### src/hw/msmr_regs.svh
/*
 msmr_regs.svh: offsets, field positions and reset values of the monitor
 status and mask register bank. Assumes byte-wide addresses 00h to FFh.
*/
`ifndef MSMR_REGS_SVH
`define MSMR_REGS_SVH

`define MSMR_OFS_WARN3       8'h75
`define MSMR_OFS_RSV_A       8'h76
`define MSMR_OFS_UPD         8'h77
`define MSMR_OFS_PW_FIRST    8'h7B
`define MSMR_OFS_PW_LAST     8'h7E
`define MSMR_OFS_TBL         8'h7F
`define MSMR_OFS_USER_FIRST  8'h80
`define MSMR_OFS_USER_LAST   8'hF7
`define MSMR_OFS_MASK1       8'hF8

`define MSMR_TBL_USER        3'h1
`define MSMR_USER_DEPTH      120
`define MSMR_NUM_CH          5
`define MSMR_CH_TEMP         4
`define MSMR_CH_THIRD        0
`define MSMR_UPD_LSB         3
`define MSMR_WARN_HI_BIT     1
`define MSMR_WARN_LO_BIT     0

`define MSMR_RST_UPD         5'h00
`define MSMR_RST_PW          32'h0000_0000
`define MSMR_RST_TBL         3'h0
`define MSMR_NV_DEFAULT      8'h00

`endif

### src/hw/msmr_pkg.sv
/*
 msmr_pkg: types shared by the monitor status and mask register bank.
 Assumes nothing of its surroundings.
*/
package msmr_pkg;

	typedef enum logic [1:0] {
		MSMR_ST_LOAD = 2'b01,
		MSMR_ST_RUN  = 2'b10
	} msmr_state_e;

	// alarms [19:10], warnings [9:0]; within each: temp hi/lo, supply hi/lo, inputs 1..3 hi/lo
	typedef logic [19:0] msmr_flags_t;

endpackage

### src/hw/msmr_irq_if.sv
/*
 msmr_irq_if: flags, both mask sets and the set select carried from the
 register bank to the interrupt generator, and the interrupt back.
 Assumes both ends run on the same clock.
*/
`timescale 1ns/100ps
interface msmr_irq_if;
	msmr_pkg::msmr_flags_t flags;
	msmr_pkg::msmr_flags_t mask_a;
	msmr_pkg::msmr_flags_t mask_b;
	logic                  sel;
	logic                  irq;

	modport src (output flags, output mask_a, output mask_b, output sel, input irq);
	modport gen (input flags, input mask_a, input mask_b, input sel, output irq);
endinterface

### src/hw/msmr_top.sv
/*
 msmr_top: third-input warning flags, conversion update flags, password
 entry, table select, first-table user memory and first alarm mask byte,
 with the maskable interrupt bit. Assumes a byte access port behind the
 two-wire interface and a conversion engine and configuration bytes that
 run on the same clock.
*/
`timescale 1ns/100ps
`include "msmr_regs.svh"
module msmr_top #(
	parameter logic [31:0] LOWER_PASSWORD = 32'h1111_1111, // arbitrary value
	parameter logic [31:0] UPPER_PASSWORD = 32'h2222_2222  // arbitrary value
) (
	input  wire logic        clock,
	input  wire logic        rst,
	input  wire logic [7:0]  acc_addr,
	input  wire logic        acc_wr,
	input  wire logic        acc_rd,
	input  wire logic [7:0]  acc_wdata,
	input  wire logic [4:0]  conv_done,
	input  wire logic        third_above_warn,
	input  wire logic        third_below_warn,
	input  wire logic        power_range_indicator,
	input  wire logic [9:0]  alarm_flags,
	input  wire logic [7:0]  other_warn_flags,
	input  wire logic [23:0] other_first_masks,
	input  wire logic [19:0] second_set_masks,
	input  wire logic        mask_set_select,
	input  wire logic        shadow_volatile,
	input  wire logic [2:0]  table_select_default,
	output logic      [7:0]  rd_data_q,
	output logic             rd_valid_q,
	output logic      [2:0]  table_select_q,
	output logic      [1:0]  third_warn_flags_q,
	output logic             lower_password_level_q,
	output logic             upper_password_level_q,
	output logic             maskable_interrupt_bit
);
	// nonvolatile stores start at the factory default
	logic [7:0]            user_mem [0:`MSMR_USER_DEPTH-1] = '{default: `MSMR_NV_DEFAULT};
	logic [7:0]            mask_nv = `MSMR_NV_DEFAULT;
	logic [7:0]            mask_live_q;
	logic [4:0]            upd_q;
	logic [31:0]           pw_q;
	logic                  range_q;
	logic [7:0]            rd_addr_q;
	logic [7:0]            rd_d;
	msmr_pkg::msmr_state_e state_q;
	logic                  run;
	logic                  wr_ok;
	logic                  rd_ok;
	logic                  upd_wr;

	msmr_irq_if irq_bus();

	function automatic logic in_user(input logic [7:0] a, input logic [2:0] t);
		in_user = (t == `MSMR_TBL_USER) && (a >= `MSMR_OFS_USER_FIRST) && (a <= `MSMR_OFS_USER_LAST);
	endfunction

	function automatic logic is_mask(input logic [7:0] a, input logic [2:0] t);
		is_mask = (t == `MSMR_TBL_USER) && (a == `MSMR_OFS_MASK1);
	endfunction

	function automatic logic is_pw(input logic [7:0] a);
		is_pw = (a >= `MSMR_OFS_PW_FIRST) && (a <= `MSMR_OFS_PW_LAST);
	endfunction

	// byte lane of the password word, lowest address is the top byte
	function automatic logic [1:0] pw_lane(input logic [7:0] a);
		logic [7:0] d;
		d = `MSMR_OFS_PW_LAST - a;
		pw_lane = d[1:0];
	endfunction

	// one cycle of startup load before accesses are taken
	always_ff @(posedge clock) begin
		if (rst) begin
			state_q <= msmr_pkg::MSMR_ST_LOAD;
		end else begin
			case (state_q)
				msmr_pkg::MSMR_ST_LOAD: state_q <= msmr_pkg::MSMR_ST_RUN;
				msmr_pkg::MSMR_ST_RUN:  state_q <= msmr_pkg::MSMR_ST_RUN;
				default:                state_q <= msmr_pkg::MSMR_ST_LOAD;
			endcase
		end
	end

	assign run    = (state_q == msmr_pkg::MSMR_ST_RUN);
	assign wr_ok  = run && acc_wr;
	assign rd_ok  = run && acc_rd;
	assign upd_wr = wr_ok && (acc_addr == `MSMR_OFS_UPD);

	always_ff @(posedge clock) begin
		if (rst)
			table_select_q <= `MSMR_RST_TBL;
		else if (!run)
			table_select_q <= table_select_default;
		else if (wr_ok && acc_addr == `MSMR_OFS_TBL)
			table_select_q <= acc_wdata[2:0];
	end

	always_ff @(posedge clock) begin
		if (rst)
			third_warn_flags_q <= 2'h0;
		else if (conv_done[`MSMR_CH_THIRD])
			third_warn_flags_q <= {third_above_warn, third_below_warn};
	end

	always_ff @(posedge clock) begin
		if (rst) begin
			upd_q <= `MSMR_RST_UPD;
		end else begin
			for (int i = 0; i < `MSMR_NUM_CH; i++) begin
				if (conv_done[i])
					upd_q[i] <= 1'b1;
				else if (upd_wr && !acc_wdata[i + `MSMR_UPD_LSB])
					upd_q[i] <= 1'b0;
			end
		end
	end

	always_ff @(posedge clock) begin
		if (rst)
			range_q <= 1'b0;
		else
			range_q <= power_range_indicator;
	end

	always_ff @(posedge clock) begin
		if (rst)
			pw_q <= `MSMR_RST_PW;
		else if (wr_ok && is_pw(acc_addr))
			pw_q[8*pw_lane(acc_addr) +: 8] <= acc_wdata;
	end

	always_ff @(posedge clock) begin
		if (rst) begin
			lower_password_level_q <= 1'b0;
			upper_password_level_q <= 1'b0;
		end else begin
			upper_password_level_q <= (pw_q == UPPER_PASSWORD);
			lower_password_level_q <= (pw_q == LOWER_PASSWORD) || (pw_q == UPPER_PASSWORD);
		end
	end

	always_ff @(posedge clock) begin
		if (wr_ok && in_user(acc_addr, table_select_q))
			user_mem[acc_addr[6:0]] <= acc_wdata;
	end

	// nonvolatile copy only when not volatile
	always_ff @(posedge clock) begin
		if (wr_ok && is_mask(acc_addr, table_select_q) && !shadow_volatile)
			mask_nv <= acc_wdata;
	end

	always_ff @(posedge clock) begin
		if (rst)
			mask_live_q <= `MSMR_NV_DEFAULT;
		else if (!run)
			mask_live_q <= mask_nv;
		else if (wr_ok && is_mask(acc_addr, table_select_q))
			mask_live_q <= acc_wdata;
	end

	// read decode
	always_comb begin
		rd_d = 8'h00;
		case (acc_addr)
			`MSMR_OFS_WARN3: rd_d = {third_warn_flags_q, 6'h00};
			`MSMR_OFS_UPD:   rd_d = {upd_q, 2'h0, range_q};
			`MSMR_OFS_TBL:   rd_d = {5'h00, table_select_q};
			default: begin
				if (in_user(acc_addr, table_select_q))
					rd_d = user_mem[acc_addr[6:0]];
				else if (is_mask(acc_addr, table_select_q))
					rd_d = mask_live_q;
				else if (is_pw(acc_addr))
					rd_d = pw_q[8*pw_lane(acc_addr) +: 8];
				else
					rd_d = 8'h00;
			end
		endcase
	end

	always_ff @(posedge clock) begin
		if (rst) begin
			rd_data_q  <= 8'h00;
			rd_valid_q <= 1'b0;
			rd_addr_q  <= 8'h00;
		end else begin
			rd_valid_q <= rd_ok;
			if (rd_ok) begin
				rd_data_q <= rd_d;
				rd_addr_q <= acc_addr;
			end
		end
	end

	// first mask byte in flag order
	assign irq_bus.flags  = {alarm_flags, other_warn_flags, third_warn_flags_q};
	assign irq_bus.mask_a = {mask_live_q, other_first_masks[23:22], other_first_masks[15:8],
		other_first_masks[7:6]};
	assign irq_bus.mask_b = second_set_masks;
	assign irq_bus.sel    = mask_set_select;
	assign maskable_interrupt_bit = irq_bus.irq;

	msmr_irq_gen u_irq (
		.clock (clock),
		.rst   (rst),
		.bus   (irq_bus.gen)
	);
endmodule // msmr_top

### src/hw/msmr_irq_gen.sv
/*
 msmr_irq_gen: registered maskable interrupt from flags and the selected
 mask set. Assumes flags and masks are synchronous to clock.
*/
`timescale 1ns/100ps
module msmr_irq_gen (
	input wire logic clock,
	input wire logic rst,
	msmr_irq_if.gen  bus
);
	msmr_pkg::msmr_flags_t sel_mask;
	logic                  irq_q;

	assign sel_mask = bus.sel ? bus.mask_b : bus.mask_a;

	always_ff @(posedge clock) begin
		if (rst)
			irq_q <= 1'b0;
		else
			irq_q <= |(bus.flags & sel_mask);
	end
	assign bus.irq = irq_q;
endmodule // msmr_irq_gen

### config.mk
export PLATFORM = sky130hd
export DESIGN_NAME = msmr_top
export DESIGN_NICKNAME = d
export VERILOG_FILES = /design/src/hw/msmr_pkg.sv /design/src/hw/msmr_irq_if.sv /design/src/hw/msmr_top.sv /design/src/hw/msmr_irq_gen.sv
export VERILOG_INCLUDE_DIRS = /design/src /design/src/hw
export SDC_FILE = /design/constraint.sdc
export NUM_CORES = 1
export LEC_CHECK = 0
export BUFFER_PORTS_ARGS = -buffer_cell sky130_fd_sc_hd__buf_4
export CAP_MARGIN = 10
export CORE_ASPECT_RATIO = 1.75
export CORE_MARGIN = 5
export CORE_UTILIZATION = 31
export CTS_BUF_LIST = sky130_fd_sc_hd__clkbuf_4 sky130_fd_sc_hd__clkbuf_8
export CTS_CLUSTER_SIZE = 40
export DETAILED_ROUTE_END_ITERATION = 12
export PLACE_DENSITY = 0.51
export RECOVER_POWER = 50
export SYNTH_ARGS = -nofsm -noshare
export SYNTH_HDL_FRONTEND = slang
export SYNTH_SLANG_ARGS = --single-unit
### constraint.sdc
create_clock -name clock -period 3.5 [get_ports clock]
set_input_delay 0.7 -clock clock [delete_from_list [all_inputs] [get_ports clock]]
set_output_delay 0.7 -clock clock [all_outputs]
set_load 0.03 [all_outputs]
==> flow_metrics.tcl, run 1 <==
set metrics [dict create \
    status "finished with violations" \
    violations "capacitance limit, slew limit" \
    crit_path_end_kind "register" \
    power.density_nw_per_um2 514 \
    cp.required_ns 3.97 \
    insertion_delay_ns 0.85 \
    core_area_um2 131000 \
    grt_use_total 0.170 \
    antenna_found_initial 2 \
    netlist_area_um2 40900 \
    crit_family "buffers and inverters" \
    yosysTopAreaCell "edfxtp_1" \
    fin_util 0.369 \
    start_kind "primary input" \
    ys_types 61 \
    cts_hold_buf 0 \
    comb_power_share 0.069 \
    h-tree-depth 4 \
    fp-row-count 176 \
    grt_overflow 0 \
    syn_avg_cell_area_um2 15.8 \
    ys_ff_latch 1033 \
    path_buf_inv 5 \
    yosys.cell_count.top_type "edfxtp_1" \
    cts_buffers 144 \
    ys_top_cells_by_area "edfxtp_1 71%, mux2i_1 5.4%, a221oi_1 4.7%, dfxtp_1 3.2%, nor2_1 2.4%" \
    ios 112 \
    critical-path-slowest-cell "nor3_1" \
    fmax_mhz 316 \
    synth_ff_type "edfxtp_1" \
    worst_hold_path_type "primary input to register" \
    synth.top_cell.area_share 0.710 \
    yosysWarnings 0 \
    leakage_nw 16.1 \
    setup_violations 0 \
    tritoncts "yes" \
    place_area_um2 45800 \
    postCtsResizedCells 0 \
    syn_nets 2697 \
    path_cells "buf_4, inv_1, clkbuf_1, ha_1, nor2b_1, clkbuf_1, nand2_1, nor3_1, nor2b_1, clkbuf_1" \
    grt_max_degree 80 \
    arrival_ns 3.63 \
    die_h_um 491 \
    drv_cap 13 \
    power_frac_seq 0.546 \
    clock_path_buffers 3 \
    fill_cells 12300 \
    clk_pin_slew_ns 0.06 \
    port_buffers 99 \
    gp_congestion 0.911 \
    crit_path_max_fanout 13 \
    ir_drop_mv 0.372 \
    vias 25100 \
    syn2layout_area_growth_pct 18.4 \
    worst_path_most_repeated_cell "clkbuf_1" \
    async_flop_share 0 \
    p_int_mw 19.1 \
    slew_viol_final 637 \
    worstSetupPathType "primary input to register" \
    drtAntennaViolNets 0 \
    initial_core_util 0.311 \
    drc 0 \
    postCtsSetupBuffers 0 \
    firstDrtPassIters 7 \
    fin_skew_ns 0.0440 \
    dp_hpwl_um 80500 \
    grt_pass1_vias 26300 \
    switching_share 0.234 \
    rsz0062_at_grt "no" \
    viasPerCell 5.23 \
    yosys-top-cells-count "968 x edfxtp_1, 264 x nor2_1, 221 x a221oi_1, 221 x mux2i_1, 114 x o21ai_0" \
    wl_um 122000 \
    period_share 0.905 \
    max_slew_margin -0.456 \
    nets 3086 \
    synth_edf_count 968 \
    cts.sinks 1033 \
    worst_slew_pin_slew_ns 2.18 \
    switchingPower_mw 5.82 \
    hold_viol 0 \
    cts_root_buffer "clkbuf_8" \
    drt_iter0_drc 1787 \
    dieWidth_um 285 \
    dieArea_um2 140000 \
    drive_gt1_frac 0.226 \
    period_needed_ns 3.17 \
    yosysSeqAreaShare 0.742 \
    fin_area_um2 48500 \
    syn_inst 2595 \
    max_stage_delay_ns 0.70 \
    wl_per_cell_um 25.5 \
    power.share.clock 0.385 \
    grt_first_pass_wirelength_um 176000 \
]
[through the flow]
stage	instances	power, mW	setup TNS, ns	setup slack [ns]	hold slack [ns]
5_1_grt	4799	25.8	0	0.210	0.0633
3_3_place_gp	4529	15.6	-0.0372	-0.0372	0.459
4_1_cts	4797	25.2	0	0.561	0.00173
2_1_floorplan	2595	14.7	0	0.360	0.437
3_5_place_dp	4529	15.6	-0.0416	-0.0224	0.466
6_report	4800	24.9	0	0.334	0.111
[kinds of logic after synthesis]
family,Yosys count,synth area share
flip-flops,1033,0.742
AND/OR/NAND/NOR,477,0.0513
multiplexers,276,0.0735
buffers and inverters,196,0.0247
AO/OA/AOI/OAI,606,0.107
adder cells (fa/ha/maj),7,0.00214
[layout make-up]
| type | instances | area, um^2 | area share |
|---|---|---|---|
| Sequential cell | 1033 | 30400 | 0.626 |
| Multi-Input combinational cell | 1366 | 9590 | 0.198 |
| Timing Repair Buffer | 429 | 3430 | 0.0707 |
| Clock buffer | 189 | 2330 | 0.0481 |
| Tap cell | 1691 | 2120 | 0.0436 |
| Clock inverter | 79 | 611 | 0.0126 |
| Inverter | 10 | 40.0 | 0.000826 |
| Antenna cell | 3 | 7.51 | 0.000155 |
[sequential cells by signal, indices dropped and copies added (netlist names), 3 cells and up]
register        cells
rd_data_q           8
mask_nv             8
mask_live_q         8
user_mem          960
table_select_q      3
pw_q               32
upd_q               5
[placed cells by master (no fill, tap or decap), drive strengths merged, types with 4 or more instances in the layout]
master    count
a2111oi       6
a211oi        8
a21oi        63
a221oi      221
a22o         14
a22oi        15
a2bb2oi       5
a31oi         5
a41oi        23
and2         10
and3          5
buf         386
bufinv        7
clkbuf      231
clkinv       59
clkinvlp      4
dfxtp        65
edfxtp      968
ha            7
inv          19
mux2         39
mux2i       221
mux4         16
nand2        90
nand3        42
nand4         5
nor2        265
nor2b        17
nor3          7
nor4         13
nor4bb        8
o21ai       116
o221ai        4
o22ai       100
o2bb2ai       8
or2           4
[worst reg2reg max path, delay by kind of cell (launching register included)]
kind                   cells  cell delay [ns]
buffers and inverters      3             0.76
DFF                        1             0.37
and+or+nand+nor            5             1.54
[layer usage]
layer	track usage	wire [um]
met4	0.100	7880
met2	0.317	65400
met5	0	0
met3	0.0283	6070
met1	0.179	42900
[power groups by stage]
| stage | clock (mW) | sequential (mW) | combinational (mW) |
|---|---|---|---|
| 3_3_place_gp | 0 | 13.9 | 1.73 |
| 5_1_grt | 10.4 | 13.6 | 1.83 |
| 4_1_cts | 9.89 | 13.6 | 1.76 |
| 2_1_floorplan | 0 | 13.9 | 0.817 |
| 3_5_place_dp | 0 | 13.9 | 1.76 |
| 6_report | 9.59 | 13.6 | 1.71 |
[final timing paths]
| check | from | end | slack, ns | depth (start not counted) |
|---|---|---|---|---|
| worst max-delay path | acc_addr[1] | mask_nv[4] | 0.33 | 10 |
| worst min-delay path | conv_done[4] | upd_q[4] | 0.11 | 3 |
| worst max register to register | table_select_q[2] | user_mem[100][4] | 0.56 | 8 |
| worst min register to register | pw_q[15] | pw_q[15] | 0.48 | 2 |
(Power assumes the default switching activity.)
==> inputs of run 2 (changes only) <==
==> constraint.sdc (replaced) <==
create_clock -name clock -period 3.1 [get_ports clock]
set_input_delay 0.62 -clock clock [delete_from_list [all_inputs] [get_ports clock]]
set_output_delay 0.62 -clock clock [all_outputs]
set_load 0.03 [all_outputs]
==> flow_metrics.tcl, run 2 (synthesized netlist as in run 1, its figures left out) <==
set metrics [dict create \
    start_kind "primary input" \
    drc 0 \
    tritoncts "yes" \
    cp.required_ns 3.63 \
    drtAntennaViolNets 0 \
    setup_violations 0 \
    max_slew_margin -1.00 \
    min-delay-start "conv_done[2]" \
    hold_viol 0 \
    worst_hold_path_type "primary input to register" \
    ios 112 \
    total_power_mw 28.5 \
    crit_path_end_kind "register" \
    antenna_found_initial 4 \
    grt_overflow 0 \
    final_common_cell "edfxtp_1" \
    gp_congestion 0.905 \
    grt_pass1_vias 27000 \
    dieWidth_um 285 \
    insertion_delay_ns 0.80 \
    fin_util 0.378 \
    viasPerCell 5.25 \
    postCtsResizedCells 0 \
    largest_reg_flops 960 \
    clk_pin_slew_ns 0.06 \
    dp_hpwl_um 84300 \
    nets 3193 \
    initial_core_util 0.311 \
    comb_power_share 0.073 \
    status "finished with violations" \
    layout_setup_ws_ns 0.224 \
    drive_gt1_frac 0.247 \
    switchingPower_mw 6.51 \
    fp-row-count 176 \
    drv_cap 9 \
    fin_skew_ns 0.0230 \
    place_area_um2 46800 \
    critical-path-slowest-cell "clkbuf_1" \
    worst_slew_pin_slew_ns 3.01 \
    pre_cts_slack_ns -0.406 \
    syn2layout_area_growth_pct 21.3 \
    leakage_nw 16.7 \
    worstSetupPathType "primary input to register" \
    vias 25700 \
    critPathLaunch "acc_wdata[6]" \
    grt_max_degree 81 \
    violations "capacitance limit, slew limit" \
    drt_iter0_drc 1889 \
    clock_path_buffers 3 \
    power_frac_seq 0.539 \
    grt_first_pass_wirelength_um 180000 \
    ir_drop_mv 0.370 \
    fin_area_um2 49700 \
    firstDrtPassIters 6 \
    period_share 0.928 \
    port_buffers 99 \
    final_cell_mix "968 x edfxtp_1, 436 x buf_4, 263 x nor2_1" \
    max_stage_delay_ns 2.02 \
    period_needed_ns 2.88 \
    rsz0062_at_grt "no" \
    core_area_um2 131000 \
    h-tree-depth 4 \
    arrival_ns 3.40 \
    crit_path_max_fanout 41 \
    cts_root_buffer "clkbuf_8" \
    switching_share 0.228 \
    dieArea_um2 140000 \
    power.density_nw_per_um2 574 \
    die_h_um 491 \
    grt_use_total 0.173 \
    crit_family "buffers and inverters" \
    p_int_mw 22.0 \
    reg2reg_from "table_select_q[0]" \
    power.share.clock 0.387 \
    cts_buffers 142 \
    slew_viol_final 319 \
    wl_um 125000 \
    postCtsSetupBuffers 0 \
    wl_per_cell_um 25.6 \
    path_cells "clkbuf_1, clkbuf_2" \
    fmax_mhz 348 \
    cts.sinks 1033 \
    path_buf_inv 2 \
]
[run 2: layout make-up]
cell class / count / area (um^2)
fill: 12300 / 81800
clock inverter: 79 / 696
inverter: 10 / 40.0
tap: 1691 / 2120
timing repair buffer: 538 / 4560
multi-input combinational: 1366 / 9610
clock buffer: 176 / 2270
antenna: 5 / 12.5
sequential: 1033 / 30400
[run 2: power groups by stage]
stage | Sequential (mW) | Combinational (mW) | Clock, mW
2_1_floorplan | 15.7 | 0.922 | 0
3_3_place_gp | 15.6 | 2.11 | 0
3_5_place_dp | 15.6 | 2.13 | 0
4_1_cts | 15.3 | 2.14 | 11.3
5_1_grt | 15.3 | 2.22 | 11.9
6_report | 15.4 | 2.09 | 11.0
[run 2: path summary, 6_finish.rpt]
check | slack, ns | depth (start not counted) | endpoint
worst min register to register | 0.47 | 2 | pw_q[23]
worst max register to register | 0.29 | 8 | rd_data_q[7]
worst max-delay path | 0.22 | 2 | user_mem[74][6]
worst min-delay path | 0.08 | 3 | upd_q[2]
[run 2: tightest hold or removal path: stages]
cell     delay [ns]
buf_4          0.08
inv_1          0.04
a21oi_1        0.11
[run 2: what timing repair did]
action | 4_1_cts | 5_1_grt
hold buffers | 5 | 0
hold endpoints to repair | 5 | 0
setup endpoints to repair | 0 | 0
[run 2: per-stage QoR]
step	hold slack [ns]	setup TNS [ns]	std cells
finish	0.0847	0	4898
detailed placement	0.464	-1.70	4633
global placement	0.458	-1.59	4633
floorplan	0.437	0	2595
global route	0.0465	0	4897
CTS	0.000159	0	4893
[run 2: routing by layer]
layer,track usage,up-vias,wire length (um)
li1,-,11500,-
met1,0.184,13100,44300
met2,0.331,921,68500
met3,0.0227,270,5640
met4,0.0917,0,6870
met5,0,-,0
==> inputs of run 3 (changes only) <==
--- a/config.mk
+++ b/config.mk
@@ -16,6 +16,8 @@
 export DETAILED_ROUTE_END_ITERATION = 12
 export PLACE_DENSITY = 0.51
 export RECOVER_POWER = 50
+export SLEW_MARGIN = 10
 export SYNTH_ARGS = -nofsm -noshare
 export SYNTH_HDL_FRONTEND = slang
+export SYNTH_HIERARCHICAL = 1
 export SYNTH_SLANG_ARGS = --single-unit
==> flow_metrics.tcl, run 3 <==
set metrics [dict create \
    status "finished with violations" \
    violations "capacitance limit, slew limit, setup timing" \
    start_kind "primary input" \
    max_slew_margin -1.01 \
    drv_cap 9 \
    syn_nets 2743 \
    synth.top_cell.area_share 0.698 \
    tritoncts "yes" \
    final_common_cell "edfxtp_1" \
    gp_congestion 0.910 \
    initial_core_util 0.310 \
    grt_first_pass_wirelength_um 187000 \
    postCtsResizedCells 0 \
    switchingPower_mw 6.64 \
    cts_root_buffer "clkbuf_8" \
    reg2reg_from "state_q[0]" \
    cts.sinks 1033 \
    syn_inst 2641 \
    cts_buffers 141 \
    fin_util 0.372 \
    worst_slew_pin_slew_ns 3.01 \
    wl_um 130000 \
    fmax_mhz 322 \
    power.share.clock 0.375 \
    fin_area_um2 49900 \
    place_area_um2 47200 \
    setup_violations 1 \
    placed_cells 4722 \
    yosysWarnings 6 \
    busiest_layer "met2" \
    worst_hold_slack_ns 0.145 \
    vias 25900 \
    crit_path_end_kind "register" \
    fp-row-count 178 \
    met1_usage 0.185 \
    yosys.cell_count.top_type "edfxtp_1" \
    ios 112 \
    synth_ff_type "edfxtp_1" \
    finalSetupTns_ns -0.00860 \
    use_met2 0.343 \
    largest_reg_flops 960 \
    ys_ff_latch 1033 \
    period_share 1.00 \
    cp.required_ns 3.79 \
    grt_pass1_vias 27500 \
    hold_path_depth 3 \
    syn2layout_area_growth_pct 19.9 \
    dieWidth_um 287 \
    yosys-top-cells-count "968 x edfxtp_1, 236 x mux2i_1, 201 x nor2_1, 99 x clkbuf_1, 98 x nand2_1" \
    dp_hpwl_um 89000 \
    viasPerCell 5.19 \
    leakage_nw 16.8 \
    final_cell_mix "968 x edfxtp_1, 367 x buf_4, 236 x mux2i_1" \
    final_cells 4993 \
    reg2reg_depth 9 \
    clk_pin_slew_ns 0.07 \
    grt_use_total 0.179 \
    die_h_um 495 \
    crit_path_max_fanout 25 \
    power.density_nw_per_um2 560 \
    yosysSeqAreaShare 0.730 \
    syn_avg_cell_area_um2 15.8 \
    drc 0 \
    insertion_delay_ns 0.82 \
    pre_cts_slack_ns -0.281 \
    grt_max_degree 62 \
    r2r-end "rd_data_q[7]" \
    arrival_ns 3.80 \
    port_buffers 99 \
    h-tree-depth 4 \
    rsz0062_at_grt "no" \
    total_power_mw 27.9 \
    wl_per_cell_um 26.0 \
    worst_hold_path_type "primary input to register" \
    layout_setup_ws_ns -0.00860 \
    firstDrtPassIters 8 \
    min-delay-start "alarm_flags[2]" \
    ir_drop_mv 0.364 \
    grt_overflow 0 \
    p_int_mw 21.3 \
    slew_viol_final 406 \
    clock_path_buffers 3 \
    synth_edf_count 968 \
    comb_power_share 0.076 \
    period_needed_ns 3.11 \
    use_met3 0.0246 \
    min_to "u_irq/bus.irq" \
    ys_top_cells_by_area "edfxtp_1 70%, mux2i_1 5.7%, dfxtp_1 3.1%, a221oi_1 2.0%, nor2_1 1.8%" \
    drtAntennaViolNets 0 \
    ys_types 70 \
    power_frac_seq 0.549 \
    dieArea_um2 142000 \
    hold_viol 0 \
    netlist_area_um2 41600 \
    drive_gt1_frac 0.234 \
    async_flop_share 0 \
    core_area_um2 134000 \
    nets 3180 \
    antenna_found_initial 4 \
    worstSetupPathType "primary input to register" \
    drt_iter0_drc 1826 \
    switching_share 0.238 \
    fin_skew_ns 0.0356 \
    yosysTopAreaCell "edfxtp_1" \
    reg2reg_slack_ns 0.07 \
]
run 3: changes by cell type in the layout (fill, tap and decap cells not counted), moves of 21 or more:
cell	previous run	this run
a221oi_1	221	95
buf_4	436	367
nor2_1	263	198
a32o_1	0	48
o21ai_0	114	69
nor2b_1	13	56
a32oi_1	1	25
o31ai_1	1	24
a221o_1	3	24
run 3: kinds of logic (layout without fill, tap and decap cells):
kind of cell    after synthesis  in the layout  synth area share
other cells                   0              2                 0
fa+ha+maj                     7              7           0.00210
simple gates                502            502            0.0578
compound gates              601            601             0.108
buf+inv                     201            751            0.0241
flops                      1033           1033             0.730
mux                         297            297            0.0786
run 3: worst max-delay path: stages:
cell and delay [ns]:
buf_8 0.17, clkbuf_2 0.55, and4b_1 0.46, and4b_1 0.24
a221oi_1 0.35, nor3_1 0.21, nor4b_1 0.88, buf_4 0.23
a31oi_1 0.07
run 3: worst max path at each step:
stage	slack [ns]	endpoint	startpoint
6_report	-0.009	rd_data_q[7]	acc_addr[2]
5_1_grt	0.04	rd_data_q[7]	acc_addr[2]
4_1_cts	0.13	rd_data_q[7]	state_q[0]
2_1_floorplan	0.08	mask_nv[0]	acc_addr[0]
3_3_place_gp	-0.34	rd_data_q[7]	acc_addr[1]
3_5_place_dp	-0.28	rd_data_q[7]	acc_addr[1]
run 3: power by group through the flow:
stage / Combinational [mW] / Sequential [mW] / Clock (mW)
after CTS: 2.19 / 15.3 / 10.8
final: 2.13 / 15.3 / 10.5
after detailed placement: 2.17 / 15.6 / 0
after global routing: 2.26 / 15.3 / 11.3
after global placement: 2.14 / 15.6 / 0
after floorplan: 0.957 / 15.7 / 0
run 3: cell type report:
class	count	area, um^2
Clock buffer	185	2340
Inverter	10	37.5
Fill cell	12700	84200
Clock inverter	71	453
Tap cell	1800	2250
Multi-Input combinational cell	1407	10300
Sequential cell	1033	30400
Antenna cell	2	5.00
Timing Repair Buffer	485	4140
run 3: what timing repair did:
item | in CTS | in global routing
endpoints found under the setup margin | 0 | 0
hold buffers | 13 | 0
buffers inserted | 0 | 0
hold endpoints to repair | 11 | 0
run 3: per-layer routing:
layer	wire length, um	part of all wire	vias up
met4	7890	0.061	2
li1	-	-	11500
met2	71000	0.55	865
met5	11	0.000085	-
met3	5580	0.043	303
met1	45400	0.35	13300
